**src/ebtc_pkg.sv**
```systemverilog
// Purpose: Shared constants for the eight-bit timer/counter block.
// Assumes: One 40 MHz clock; an instruction cycle spans four clocks.
// Notes:   Register offsets are byte addresses on a 32-bit APB bus.
package ebtc_pkg;

    // ****************************************************************
    // Register map
    // ****************************************************************
    localparam logic [7:0] OFF_COUNT  = 8'h00; // Count register.
    localparam logic [7:0] OFF_OPTION = 8'h04; // Source, edge, prescale.
    localparam logic [7:0] OFF_IRQCTL = 8'h08; // Enable and overflow flag.
    localparam logic [7:0] OFF_STATUS = 8'h0c; // Sticky events, read-clear.
    localparam logic [7:0] OFF_MASK   = 8'h10; // Event mask.

    // ****************************************************************
    // Option and interrupt control field positions and reset values
    // ****************************************************************
    localparam int OPT_SRC_BIT    = 5;
    localparam int OPT_EDGE_BIT   = 4;
    localparam int OPT_BYPASS_BIT = 3;
    localparam logic [7:0] OPTION_RESET = 8'hff;
    localparam int IRQ_EN_BIT     = 5;
    localparam int IRQ_FLAG_BIT   = 2;
    localparam logic [7:0] IRQCTL_RESET = 8'h00;

    // ****************************************************************
    // Timing
    // ****************************************************************
    localparam int QUARTERS        = 4;  // Clocks per instruction cycle.
    localparam int WRITE_INHIBIT   = 2;  // Instruction cycles held off.
    localparam int STATUS_BITS     = 2;  // Overflow and count-step events.

endpackage : ebtc_pkg

```
**src/ebtc_phase.sv**
```systemverilog
// Purpose: Quarter-phase generator for the instruction cycle.
// Assumes: Four clocks per instruction cycle.
// Notes:   Pulses are one clock wide.
`timescale 1ns/1ps
module ebtc_phase (
    input  wire logic clk,
    input  wire logic rst,
    input  wire logic ce,
    output logic      q2_pulse,
    output logic      q4_pulse
);

    logic [1:0] phase_reg;
    logic [1:0] phase_next;

    // Next quarter of the instruction cycle.
    always_comb begin
        phase_next = phase_reg + 2'h1;
    end

    // Registered phase counter.
    always_ff @(posedge clk or posedge rst) begin
        if (rst) begin
            phase_reg <= 2'h0;
        end else if (ce) begin
            phase_reg <= phase_next;
        end
    end

    // Second and fourth quarters give the two sample points.
    assign q2_pulse = ce && (phase_reg == 2'h1);
    assign q4_pulse = ce && (phase_reg == 2'h3);

endmodule : ebtc_phase

```
**src/ebtc_prescaler.sv**
```systemverilog
// Purpose: Eight-bit prescaler dividing count events by 2 to 256.
// Assumes: Events arrive as single-clock pulses.
// Notes:   Not visible to software; cleared on count register writes.
`timescale 1ns/1ps
module ebtc_prescaler #(
    parameter int WIDTH = 8
) (
    input  wire logic       clk,
    input  wire logic       rst,
    input  wire logic       ce,
    input  wire logic       clear,
    input  wire logic       event_in,
    input  wire logic [2:0] rate_sel,
    output logic            tick
);

    logic [WIDTH-1:0] count_reg;
    logic [WIDTH-1:0] count_next;

    // Output pulses when bit rate_sel falls, so one tick per 2^(sel+1) events.
    always_comb begin
        count_next = count_reg;
        if (clear) begin
            count_next = '0;
        end else if (event_in) begin
            count_next = count_reg + {{(WIDTH-1){1'b0}}, 1'b1};
        end
    end

    // Registered prescale counter.
    always_ff @(posedge clk or posedge rst) begin
        if (rst) begin
            count_reg <= '0;
        end else if (ce) begin
            count_reg <= count_next;
        end
    end

    // A tick marks the selected bit falling, ratios 1:2 through 1:256.
    assign tick = !clear && event_in && count_reg[rate_sel] &&
                  (count_next[rate_sel] == 1'b0);

endmodule : ebtc_prescaler

```
**src/ebtc_timer.sv**
```systemverilog
// Purpose: Eight-bit timer/counter with prescaler, behind an APB slave.
// Assumes: Inputs synchronous to clk; clock enable freezes all state.
// Notes:   Every output comes from a flip-flop.
//          Writes land at the edge at which pready is seen; reads are
//          gathered one edge earlier.
//
// Local design decisions: the placing of the registers and register access over APB.
`timescale 1ns/1ps
module ebtc_timer (
    input  wire logic        clk,
    input  wire logic        rst,
    input  wire logic        ce,
    input  wire logic        sleep,
    input  wire logic        ext_count_input,
    input  wire logic        psel,
    input  wire logic        penable,
    input  wire logic        pwrite,
    input  wire logic [7:0]  paddr,
    input  wire logic [31:0] pwdata,
    output logic      [31:0] prdata,
    output logic             pready,
    output logic             pslverr,
    output logic             irq,
    output logic             overflow_irq,
    output logic             gate_out,
    output logic      [7:0]  count_out
);

    // ****************************************************************
    // State
    // ****************************************************************
    logic [7:0]  count_register_reg;
    logic [7:0]  count_register_next;
    logic [7:0]  option_reg;
    logic [7:0]  option_next;
    logic        overflow_irq_enable_reg;
    logic        overflow_irq_enable_next;
    logic        overflow_flag_reg;
    logic        overflow_flag_next;
    logic [ebtc_pkg::STATUS_BITS-1:0] status_reg;
    logic [ebtc_pkg::STATUS_BITS-1:0] status_next;
    logic [ebtc_pkg::STATUS_BITS-1:0] mask_reg;
    logic [ebtc_pkg::STATUS_BITS-1:0] mask_next;
    logic [1:0]  inhibit_reg;
    logic [1:0]  inhibit_next;
    logic        ext_sample_reg;
    logic        ext_sample_next;
    logic [31:0] prdata_reg;
    logic [31:0] prdata_next;
    logic        pready_reg;
    logic        pready_next;
    logic        pslverr_reg;
    logic        pslverr_next;
    logic        irq_reg;
    logic        irq_next;
    logic        ovf_irq_reg;
    logic        ovf_irq_next;
    logic        gate_reg;
    logic        gate_next;

    logic        q2_pulse;
    logic        q4_pulse;
    logic        run;
    logic        count_source_select;
    logic        source_edge_select;
    logic        prescaler_bypass;
    logic [2:0]  prescale_rate_select;
    logic        ext_edge;
    logic        raw_event;
    logic        pre_tick;
    logic        inc;
    logic        rollover;
    logic        access;
    logic        wr;
    logic        rd;
    logic        count_wr;
    logic        addr_ok;
    logic        commit;
    logic        wr_option;
    logic        wr_irqctl;
    logic        wr_mask;
    logic        rd_status;

    // Option fields.
    assign count_source_select  = option_reg[ebtc_pkg::OPT_SRC_BIT];
    assign source_edge_select   = option_reg[ebtc_pkg::OPT_EDGE_BIT];
    assign prescaler_bypass     = option_reg[ebtc_pkg::OPT_BYPASS_BIT];
    assign prescale_rate_select = option_reg[2:0];

    // Sleep freezes the timer alongside the clock enable.
    assign run = ce && !sleep;

    // ****************************************************************
    // Phase generator and prescaler
    // ****************************************************************
    // The phase counter stops in sleep, so the instruction cycle
    // resumes at the quarter where it stopped.
    ebtc_phase u_phase (
        .clk      (clk),
        .rst      (rst),
        .ce       (run),
        .q2_pulse (q2_pulse),
        .q4_pulse (q4_pulse)
    );

    // The prescaler keeps the plain clock enable so that a count write
    // in sleep still clears it; its events stop with the phases.
    ebtc_prescaler #(
        .WIDTH (8)
    ) u_pre (
        .clk      (clk),
        .rst      (rst),
        .ce       (ce),
        .clear    (count_wr),
        .event_in (raw_event && !prescaler_bypass),
        .rate_sel (prescale_rate_select),
        .tick     (pre_tick)
    );

    // ****************************************************************
    // Decode helpers
    // ****************************************************************
    function automatic logic known_addr(input logic [7:0] a);
        known_addr = (a == ebtc_pkg::OFF_COUNT)  ||
                     (a == ebtc_pkg::OFF_OPTION) ||
                     (a == ebtc_pkg::OFF_IRQCTL) ||
                     (a == ebtc_pkg::OFF_STATUS) ||
                     (a == ebtc_pkg::OFF_MASK);
    endfunction : known_addr

    // True when the bus address selects the register at offset off.
    function automatic logic reg_hit(input logic [7:0] a,
                                     input logic [7:0] off);
        reg_hit = (a == off);
    endfunction : reg_hit

    // The slave takes the request in the first access cycle and raises
    // pready for one cycle after it, so every access lasts two cycles.
    // Read data are gathered at the first edge, so a read of the status
    // register clears it at the edge at which its value is copied; an
    // event at that same edge still sets its bit, and nothing is lost.
    assign access   = psel && penable && !pready_reg;
    assign addr_ok  = known_addr(paddr);
    assign rd       = ce && access && !pwrite && addr_ok;

    // A write lands only at the edge at which the master sees pready,
    // so the new value and the answer meet the master at one edge.
    assign commit   = psel && penable && pready_reg;
    assign wr       = ce && commit && pwrite && addr_ok;

    // One strobe per register, decoded here once for every user.
    assign count_wr  = wr && reg_hit(paddr, ebtc_pkg::OFF_COUNT);
    assign wr_option = wr && reg_hit(paddr, ebtc_pkg::OFF_OPTION);
    assign wr_irqctl = wr && reg_hit(paddr, ebtc_pkg::OFF_IRQCTL);
    assign wr_mask   = wr && reg_hit(paddr, ebtc_pkg::OFF_MASK);
    assign rd_status = rd && reg_hit(paddr, ebtc_pkg::OFF_STATUS);

    // ****************************************************************
    // Count path
    // ****************************************************************
    // The input is sampled only at the two quarter points, so an edge
    // narrower than half an instruction cycle may be missed.
    always_comb begin
        ext_sample_next = ext_sample_reg;
        if (q2_pulse || q4_pulse) begin
            ext_sample_next = ext_count_input;
        end
    end

    // Edge seen when the sample changes towards the selected level.
    assign ext_edge = (q2_pulse || q4_pulse) &&
                      (ext_count_input != ext_sample_reg) &&
                      (ext_count_input == !source_edge_select);

    // Timer mode gives one event per instruction cycle at the fourth quarter.
    assign raw_event = count_source_select ? ext_edge
                                           : q4_pulse;
    assign inc = run && (inhibit_reg == 2'h0) &&
                 (prescaler_bypass ? raw_event
                                   : pre_tick);
    assign rollover = inc && (count_register_reg == 8'hff);

    // Count register and write inhibit updates.
    // A write, in sleep as well, reloads the hold-off, so the first
    // steps after wake-up still honour the two-cycle inhibit. Only the
    // fourth-quarter pulse ages the hold-off, and it stops in sleep.
    always_comb begin
        count_register_next = count_register_reg;
        inhibit_next        = inhibit_reg;
        if (count_wr) begin
            count_register_next = pwdata[7:0];
            inhibit_next = 2'(ebtc_pkg::WRITE_INHIBIT);
        end else begin
            if (inc) begin
                count_register_next = count_register_reg + 8'h01;
            end
            if (q4_pulse && inhibit_reg != 2'h0) begin
                inhibit_next = inhibit_reg - 2'h1;
            end
        end
    end

    // ****************************************************************
    // Registers written by software
    // ****************************************************************
    // Option, interrupt control and mask. A write of zero to the flag
    // bit clears it; a rollover in that same cycle wins, so no
    // overflow can slip past software unnoticed.
    always_comb begin
        option_next              = option_reg;
        overflow_irq_enable_next = overflow_irq_enable_reg;
        overflow_flag_next       = overflow_flag_reg;
        mask_next                = mask_reg;
        if (wr_option) begin
            option_next = pwdata[7:0];
        end
        if (wr_mask) begin
            mask_next = pwdata[ebtc_pkg::STATUS_BITS-1:0];
        end
        if (wr_irqctl) begin
            overflow_irq_enable_next = pwdata[ebtc_pkg::IRQ_EN_BIT];
            overflow_flag_next = pwdata[ebtc_pkg::IRQ_FLAG_BIT];
        end
        // Hardware set wins over a software clear in the same cycle.
        if (rollover) begin
            overflow_flag_next = 1'b1;
        end
    end

    // Sticky status: bit 0 overflow, bit 1 count step; read clears.
    always_comb begin
        status_next = status_reg;
        if (rd_status) begin
            status_next = '0;
        end
        if (rollover) begin
            status_next[0] = 1'b1;
        end
        if (inc) begin
            status_next[1] = 1'b1;
        end
    end

    // ****************************************************************
    // Bus answer and outputs
    // ****************************************************************
    // Read data stand in prdata until the next read, so a master may
    // take them at its pready edge or later. An unmapped address reads
    // zero and answers with pslverr; a write there changes nothing.
    always_comb begin
        prdata_next  = prdata_reg;
        pslverr_next = 1'b0;
        pready_next  = access;
        if (access && !pwrite) begin
            prdata_next = 32'h0000_0000;
            unique case (paddr)
                ebtc_pkg::OFF_COUNT:  prdata_next[7:0] = count_register_reg;
                ebtc_pkg::OFF_OPTION: prdata_next[7:0] = option_reg;
                ebtc_pkg::OFF_IRQCTL: begin
                    prdata_next[ebtc_pkg::IRQ_EN_BIT] =
                        overflow_irq_enable_reg;
                    prdata_next[ebtc_pkg::IRQ_FLAG_BIT] = overflow_flag_reg;
                end
                ebtc_pkg::OFF_STATUS:
                    prdata_next[ebtc_pkg::STATUS_BITS-1:0] = status_reg;
                ebtc_pkg::OFF_MASK:
                    prdata_next[ebtc_pkg::STATUS_BITS-1:0] = mask_reg;
                default: prdata_next = 32'h0000_0000;
            endcase
        end
        if (access && !addr_ok) begin
            pslverr_next = 1'b1; // Unmapped address.
        end
        // Request only; no wake path leaves this block during sleep.
        ovf_irq_next = overflow_flag_next &&
                       overflow_irq_enable_next;
        // The level follows the sticky status through the mask.
        irq_next  = |(status_next & mask_next);
        gate_next = rollover;
    end

    // Registered state of the whole block.
    always_ff @(posedge clk or posedge rst) begin
        if (rst) begin
            count_register_reg      <= 8'h00;
            option_reg              <= ebtc_pkg::OPTION_RESET;
            overflow_irq_enable_reg <= 1'b0;
            overflow_flag_reg       <= 1'b0;
            status_reg              <= '0;
            mask_reg                <= '0;
            inhibit_reg             <= 2'h0;
            ext_sample_reg          <= 1'b0;
            prdata_reg              <= 32'h0000_0000;
            pready_reg              <= 1'b0;
            pslverr_reg             <= 1'b0;
            irq_reg                 <= 1'b0;
            ovf_irq_reg             <= 1'b0;
            gate_reg                <= 1'b0;
        end else if (ce) begin
            count_register_reg      <= count_register_next;
            inhibit_reg             <= inhibit_next;
            ext_sample_reg          <= ext_sample_next;
            option_reg              <= option_next;
            overflow_irq_enable_reg <= overflow_irq_enable_next;
            overflow_flag_reg       <= overflow_flag_next;
            status_reg              <= status_next;
            mask_reg                <= mask_next;
            prdata_reg              <= prdata_next;
            pready_reg              <= pready_next;
            pslverr_reg             <= pslverr_next;
            irq_reg                 <= irq_next;
            ovf_irq_reg             <= ovf_irq_next;
            gate_reg                <= gate_next;
        end
    end

    // Outputs come straight from the registers above.
    assign prdata       = prdata_reg;
    assign pready       = pready_reg;
    assign pslverr      = pslverr_reg;
    assign irq          = irq_reg;
    assign overflow_irq = ovf_irq_reg;
    assign gate_out     = gate_reg;
    assign count_out    = count_register_reg;

endmodule : ebtc_timer

```
**config.mk**
```make
export PLATFORM = sky130hd
export DESIGN_NAME = ebtc_timer
export DESIGN_NICKNAME = d
export VERILOG_FILES = /design/src/ebtc_pkg.sv /design/src/ebtc_phase.sv /design/src/ebtc_prescaler.sv /design/src/ebtc_timer.sv
export SDC_FILE = /design/constraint.sdc
export NUM_CORES = 1
export LEC_CHECK = 0
export ABC_AREA = 0
export BUFFER_PORTS_ARGS = -buffer_cell sky130_fd_sc_hd__buf_2
export CORE_ASPECT_RATIO = 1.1
export CORE_UTILIZATION = 40
export CTS_CLUSTER_SIZE = 28
export DETAILED_ROUTE_END_ITERATION = 12
export GPL_TIMING_DRIVEN = 0
export HOLD_SLACK_MARGIN = 0.12
export PLACE_DENSITY_LB_ADDON = 0.12
export SETUP_SLACK_MARGIN = 0.15
export SYNTH_ARGS = -nofsm -noshare
export SYNTH_HDL_FRONTEND = slang
export SYNTH_HIERARCHICAL = 1
export SYNTH_SLANG_ARGS = --single-unit
```
**constraint.sdc**
```tcl
create_clock -name clk -period 9.3 [get_ports clk]
set_input_delay 0.93 -clock clk [delete_from_list [all_inputs] [get_ports clk]]
set_output_delay 0.93 -clock clk [all_outputs]
set_load 0.02 [all_outputs]
```
==> out/summary.txt, run 1 <==
clock share of power - 0.301
Post-CTS Hold Buffers - 0
top_reg_cell synth - dfrtp_1
Placed Cells - 481
HPWL after DPL - 5130 µm
Worst Skew - 0.00806 ns
CTS tree - yes
sequential-to-total area share from yosys stat - 0.393
Starting Density - 0.412
status - completed
GR Overflow Total - 0
number of synthesized flops with an enable pin - 0
Syn Area/Cell - 9.91 µm²
Int Power - 0.358 mW
multi-input logic area - 1660 µm²
maximum clock rate - 0.209 GHz
synth warn - 6
register bit total from synthesis - 48
min Tclk post-route - 4.79 ns
total clock sinks - 48
Die H - 94.1 µm
Max clock buf depth - 2
sequential cell area - 1210 µm²
die area - 8060 µm²
post-synth top area share - 0.325
GR Util All Layers - 0.177
XOR/XNOR share of the synthesized area - 0.0284
Seq pwr share - 0.491
slew margin rel. - 0.334
Post-CTS Setup Inserts - 0
CP Launch Type - input pin
mux contribution to synthesized area - 0.0905
Sw Ratio - 0.304
Inserted Clock Buffers - 5
type of the worst setup path - input pin to flop
compound-cell area share of the yosys netlist - 0.144
NetSw - 0.157 mW
TritonRoute pass-1 iters - 4
Worst setup EP type - flop
fin. max-slew vios - 0
Post-route DRC - 0
worst hold stages - 2
Hold EP - prdata[5]$_DFFE_PP0P_
fin worst setup slack - 4.51 ns
RR Startpoint - option_reg[4]$_DFFE_PP1P_
Worst EP required - 9.54 ns
Final Hold Vio Count - 0
final net count - 436
remaining antenna violation count after routing - 0
cell taking the most area after synthesis - dfrtp_1
Area contributors post-synth - dfrtp_1 32%, dfstp_2 6.8%, buf_4 6.6%, mux2_4 4.4%, mux2i_1 3.6%
ant diodes - 0
Finished Layout Cells - 489
initial antenna violation count - 0
reg2reg setup slack - 5.09 ns
Final Util - 0.485
RD Place Congestion - 0.795
most common cell in the netlist - dfrtp_1
num ports - 93
async set-or-reset flop fraction in the synthesized netlist - 1.00
maximum vdd drop - 0.115 mV
Layout area overhead - 17.6%
HP Start - prdata[5]$_DFFE_PP0P_
pin count of the biggest net entering global routing - 39
post-CTS sizing - 0
Min-Delay Path Class - flop to flop
clock latency on the worst-skew pair - 0.30 ns
Synth cell types - 66
worst reg2reg path depth - 15
die width - 85.7 µm
htree depth - 2
Comb power frac - 0.208
share of post-route cells with drive strength above 1 - 0.323
Worst-Margin Slew - 0.992 ns
drt total wl - 6670 µm
worst slack, placed - 4.19 ns
simple-gate share of the synthesized area - 0.226
Min Hold Slack - 0.471 ns
Synth Area in Adders - 0.0203
first-pass GRT wire length - 11100 µm
wire per inst - 13.6 µm
fin crit share - 0.515
worst-path fanout max - 10
fillers - 729
Commonest cells post-synth - 40 x dfrtp_1, 28 x nand2_1, 27 x buf_4
total power - 0.515 mW
Netlist Area Pre-Place - 3080 µm²
placed cell area - 3510 µm²
core area - 7470 µm²
largest family of logic cells by synthesized area - simple AND/OR/NAND/NOR gates
cell area after layout - 3620 µm²
port bufs - 42
Critical Path AT - 5.03 ns
leakage - 1.74 nW
number of max-cap violations - 0
vias per inst - 4.90
clk root buf - clkbuf_8
vias in the first global route - 2254
Critical R2R Capture - irq$_DFFE_PP0P_
clock-pin slew on the worst setup and hold paths - 0.10 ns
Cells after Synth - 311
Pwr Density - 142 nW/µm²
RSZ-0062 raised after global routing - no
via count - 2397
Final Setup Violations - 0
row count - 33
drt initial violations - 85
setup_tns - 0 ns
==> per-layer routing <==
metal	GRT usage	part of all wire	up-vias
li1	-	-	1218
met1	0.226	0.48	1130
met2	0.313	0.49	43
met3	0.0264	0.030	6
met4	0.0417	0.0093	0
met5	0	0	-
==> cell families after synthesis <==
kind of cell,Yosys count
muxes,23
adders and majority gates,5
buffers and inverters,48
and+or+nand+nor,113
AOI/OAI and AO/OA,63
xor gates and xnor gates,10
other,1
DFF,48
==> layout make-up <==
type                    instances  area share
clock buffers                   5      0.0190
inverters                      13      0.0135
well taps                     105      0.0362
multi-input cells             238       0.457
flip-flops and latches         48       0.334
repair buffers                 42      0.0580
plain buffers                  35      0.0690
clock inverters                 3      0.0128
==> power groups by stage <==
stage | Clock (mW) | Combinational, mW | Sequential [mW]
3_5_place_dp | 0 | 0.108 | 0.257
3_3_place_gp | 0 | 0.106 | 0.255
4_1_cts | 0.160 | 0.109 | 0.253
2_1_floorplan | 0 | 0.0758 | 0.260
5_1_grt | 0.168 | 0.123 | 0.257
6_report | 0.155 | 0.107 | 0.253
==> worst max-delay path, stage by stage <==
cell      delay, ns
buf_2          0.17
inv_1          0.12
nor2_1         0.28
and2_2         0.24
a21oi_1        0.05
a21oi_2        0.34
nor2b_1        0.09
nor2_1         0.21
buf_6          0.18
nand4_4        0.13
nor3_4         0.25
xnor2_1        0.16
nor4b_2        0.08
nor4_2         0.32
o21ai_0        0.11
nor3_1         0.65
o2111a_1       0.40
a21o_1         0.13
a311o_1        0.16
==> layout by cell type, fill, tap and decap left out, types with 4 or more instances in the layout <==
cell       count
inv_1         12
o2111ai_1      5
nor2_1        19
nor2b_1        7
a21oi_1        6
buf_4         27
clkbuf_8       5
and2_1         6
clkbuf_1       4
a221oi_1       4
ha_1           5
buf_2         44
mux2i_1       11
mux2_4         9
dfstp_2        8
nand3_1       10
nand2_1       28
conb_1        24
xor2_1         7
o21ai_0       20
dfrtp_1       40
or2_2          4
==> worst max-delay path by stage <==
stage,start,end,slack [ns],cells after the start
floorplan,paddr[1],count_out[1]$_DFFE_PP0P_,5.03,15
global placement,ce,irq$_DFFE_PP0P_,4.25,19
detailed placement,ce,irq$_DFFE_PP0P_,4.19,19
CTS,ce,irq$_DFFE_PP0P_,4.51,19
global route,ce,irq$_DFFE_PP0P_,4.16,19
finish,ce,irq$_DFFE_PP0P_,4.51,19
No activity file was read; power rests on OpenSTA's default activity.
==> run 2, diff against run 1 <==
Settings changed: ABC_AREA 0 to 1.
Clock period 9.3 ns to 4.8 ns, I/O delays scaled along.
==> run 2 against run 1 <==
  * Final area shrank 1.6%
  * Combinational power increased by 77%
  * Synthesized cell count grew 36%
  * Critical endpoint is now count_out[6]$_DFFE_PP0P_
  * Largest power group unchanged
  * Highest routed layer unchanged
==> out/summary.txt, run 2 <==
slew margin rel. - 0.470
num ports - 93
reg2reg setup slack - 1.48 ns
drt initial violations - 144
GR Util All Layers - 0.193
worst reg2reg path depth - 22
pin count of the biggest net entering global routing - 39
maximum vdd drop - 0.111 mV
Netlist Area Pre-Place - 3050 µm²
cell taking the most area after synthesis - dfrtp_1
HPWL after DPL - 5500 µm
Layout area overhead - 17.0%
fin. max-slew vios - 0
Min-Delay Path Class - input pin to flop
htree depth - 2
number of synthesized flops with an enable pin - 0
Worst-Margin Slew - 0.794 ns
Critical Path AT - 3.83 ns
RSZ-0062 raised after global routing - no
min Tclk post-route - 3.62 ns
sequential-to-total area share from yosys stat - 0.397
row count - 33
type of the worst setup path - input pin to flop
post-synth top area share - 0.328
Post-route DRC - 0
leakage - 1.89 nW
vias in the first global route - 2607
clock-pin slew on the worst setup and hold paths - 0.09 ns
Cells after Synth - 422
Inserted Clock Buffers - 5
GR Overflow Total - 0
RR Startpoint - u_phase/phase_reg[0]$_DFFE_PP0P_
initial antenna violation count - 0
CTS tree - yes
HP Start - pwdata[3]
Starting Density - 0.410
final net count - 550
Final Hold Vio Count - 0
status - completed
drt total wl - 6980 µm
top_reg_cell synth - dfrtp_1
mux contribution to synthesized area - 0
largest family of logic cells by synthesized area - simple AND/OR/NAND/NOR gates
commonest non-fill, non-tap cells in the layout - 124 x nand2_1, 54 x inv_1, 47 x buf_2
fin crit share - 0.755
met2 Use GR - 0.343
first-pass GRT wire length - 12200 µm
Worst EP required - 5.00 ns
Synth cell types - 29
post-CTS sizing - 0
simple-gate share of the synthesized area - 0.321
Critical R2R Capture - count_out[6]$_DFFE_PP0P_
Area contributors post-synth - dfrtp_1 33%, nand2_1 15%, dfstp_2 6.9%, inv_1 6.8%, buf_4 6.2%
Finished Layout Cells - 585
global-route met1 utilization - 0.243
Die H - 93.6 µm
Final Setup Violations - 0
Worst Skew - 0.00578 ns
core area - 7430 µm²
worst-path fanout max - 12
Setup crit start - ce
compound-cell area share of the yosys netlist - 0.0931
met3 Use GR - 0.0327
setup_tns - 0 ns
Max clock buf depth - 2
async set-or-reset flop fraction in the synthesized netlist - 1.00
die area - 7980 µm²
share of post-route cells with drive strength above 1 - 0.221
clk root buf - clkbuf_8
CP Launch Type - input pin
RD Place Congestion - 0.829
Synth Area in Adders - 0.0205
XOR/XNOR share of the synthesized area - 0.0172
most common cell in the netlist - nand2_1
register bit total from synthesis - 48
ant diodes - 0
total clock sinks - 48
via count - 2786
port bufs - 44
most common cell after layout, fill and taps aside - nand2_1
most used routing layer in global routing - met2
synth warn - 6
Hold EP - option_reg[3]$_DFFE_PP1P_
wire per inst - 11.9 µm
clock latency on the worst-skew pair - 0.30 ns
worst hold stages - 3
Post-CTS Setup Inserts - 0
TritonRoute pass-1 iters - 4
Syn Area/Cell - 7.23 µm²
Commonest cells post-synth - 124 x nand2_1, 55 x inv_1, 40 x dfrtp_1
Pwr Density - 258 nW/µm²
vias per inst - 4.76
Placed Cells - 576
number of max-cap violations - 0
maximum clock rate - 0.276 GHz
remaining antenna violation count after routing - 0
Worst setup EP type - flop
die width - 85.3 µm
run 2: changes by cell type after synthesis, moves of 11 or more:
cell,before,now
a21oi_1,6,17
inv_1,13,55
mux2i_1,11,0
nand2_1,28,124
nand3_1,10,32
nand4_1,2,19
run 2: cell families (layout without fill, tap and decap cells):
| kind of cell | count (synthesis) | in the layout |
|---|---|---|
| other | 1 | 24 |
| adder cells (fa/ha/maj) | 5 | 5 |
| XOR/XNOR | 6 | 6 |
| buffers and inverters | 92 | 145 |
| AO/OA/AOI/OAI | 54 | 54 |
| flip-flops | 48 | 48 |
| AND/OR/NAND/NOR | 216 | 216 |
run 2: final cells by class:
cell class                 instances  area, µm²
fill                             773       3860
multi-input combinational        305       1470
sequential                        48       1210
timing repair buffer              45        230
buffer                            31        229
inverter                          61        229
tap                               87        109
clock buffer                       6       82.6
clock inverter                     2       10.0
run 2: critical path, cell delays in order:
cell and delay (ns):
buf_2 0.24, inv_2 0.16, nor2_1 0.28, nand2_1 0.09
inv_1 0.11, nor2_1 0.07, nor2_1 0.09, nand3_1 0.10
a21oi_1 0.42, nand2_1 0.19, nor2_4 0.16, nand3_1 0.11
nand4_1 0.10, nand3_1 0.09, nand3_1 0.09, nand2_1 0.05
inv_1 0.04, o21ai_0 0.08, nor3_1 0.24, nand2_1 0.19
nand2_2 0.21, inv_2 0.11, nand2_1 0.07, nand2_1 0.05
run 2: where the power goes:
group | leakage (nW) | internal, mW | switching [mW] | total (mW)
registers | 0.613 | 0.443 | 0.0320 | 0.474
clock network | 0.0510 | 0.115 | 0.141 | 0.257
logic | 1.22 | 0.0693 | 0.120 | 0.189
run 2: timing repair:
item,CTS,global route
endpoints found under the setup margin,0,0
endpoints found under the hold margin,2,0
hold buffers,1,0
run 2: through the flow:
| step | setup WS (ns) | hold WS [ns] | util | area (µm²) | power (mW) |
|---|---|---|---|---|---|
| 2_1_floorplan | 1.87 | 0.221 | - | 3140 | 0.616 |
| 3_3_place_gp | 0.897 | 0.354 | 0.466 | 3470 | 0.666 |
| 3_5_place_dp | 0.890 | 0.360 | 0.466 | 3470 | 0.672 |
| 4_1_cts | 1.19 | 0.383 | 0.480 | 3570 | 0.935 |
| 5_1_grt | 0.782 | 0.388 | 0.480 | 3570 | 0.981 |
| 6_report | 1.18 | 0.394 | 0.480 | 3570 | 0.921 |
run 2: how the worst max path moves through the flow:
stage                               endpoint  slack (ns)  depth (start not counted)
global placement    count_out[6]$_DFFE_PP0P_        0.90                         24
floorplan           count_out[2]$_DFFE_PP0P_        1.87                         23
CTS                 count_out[0]$_DFFE_PP0P_        1.19                         24
detailed placement  count_out[0]$_DFFE_PP0P_        0.89                         24
global route        count_out[7]$_DFFE_PP0P_        0.78                         24
finish              count_out[6]$_DFFE_PP0P_        1.18                         24
run 2: routing by layer:
metal / part of all wire / routed length (µm)
met2: 0.49 / 3440
met3: 0.034 / 234
met4: 0.0079 / 55
met1: 0.47 / 3250
met5: 0 / 0
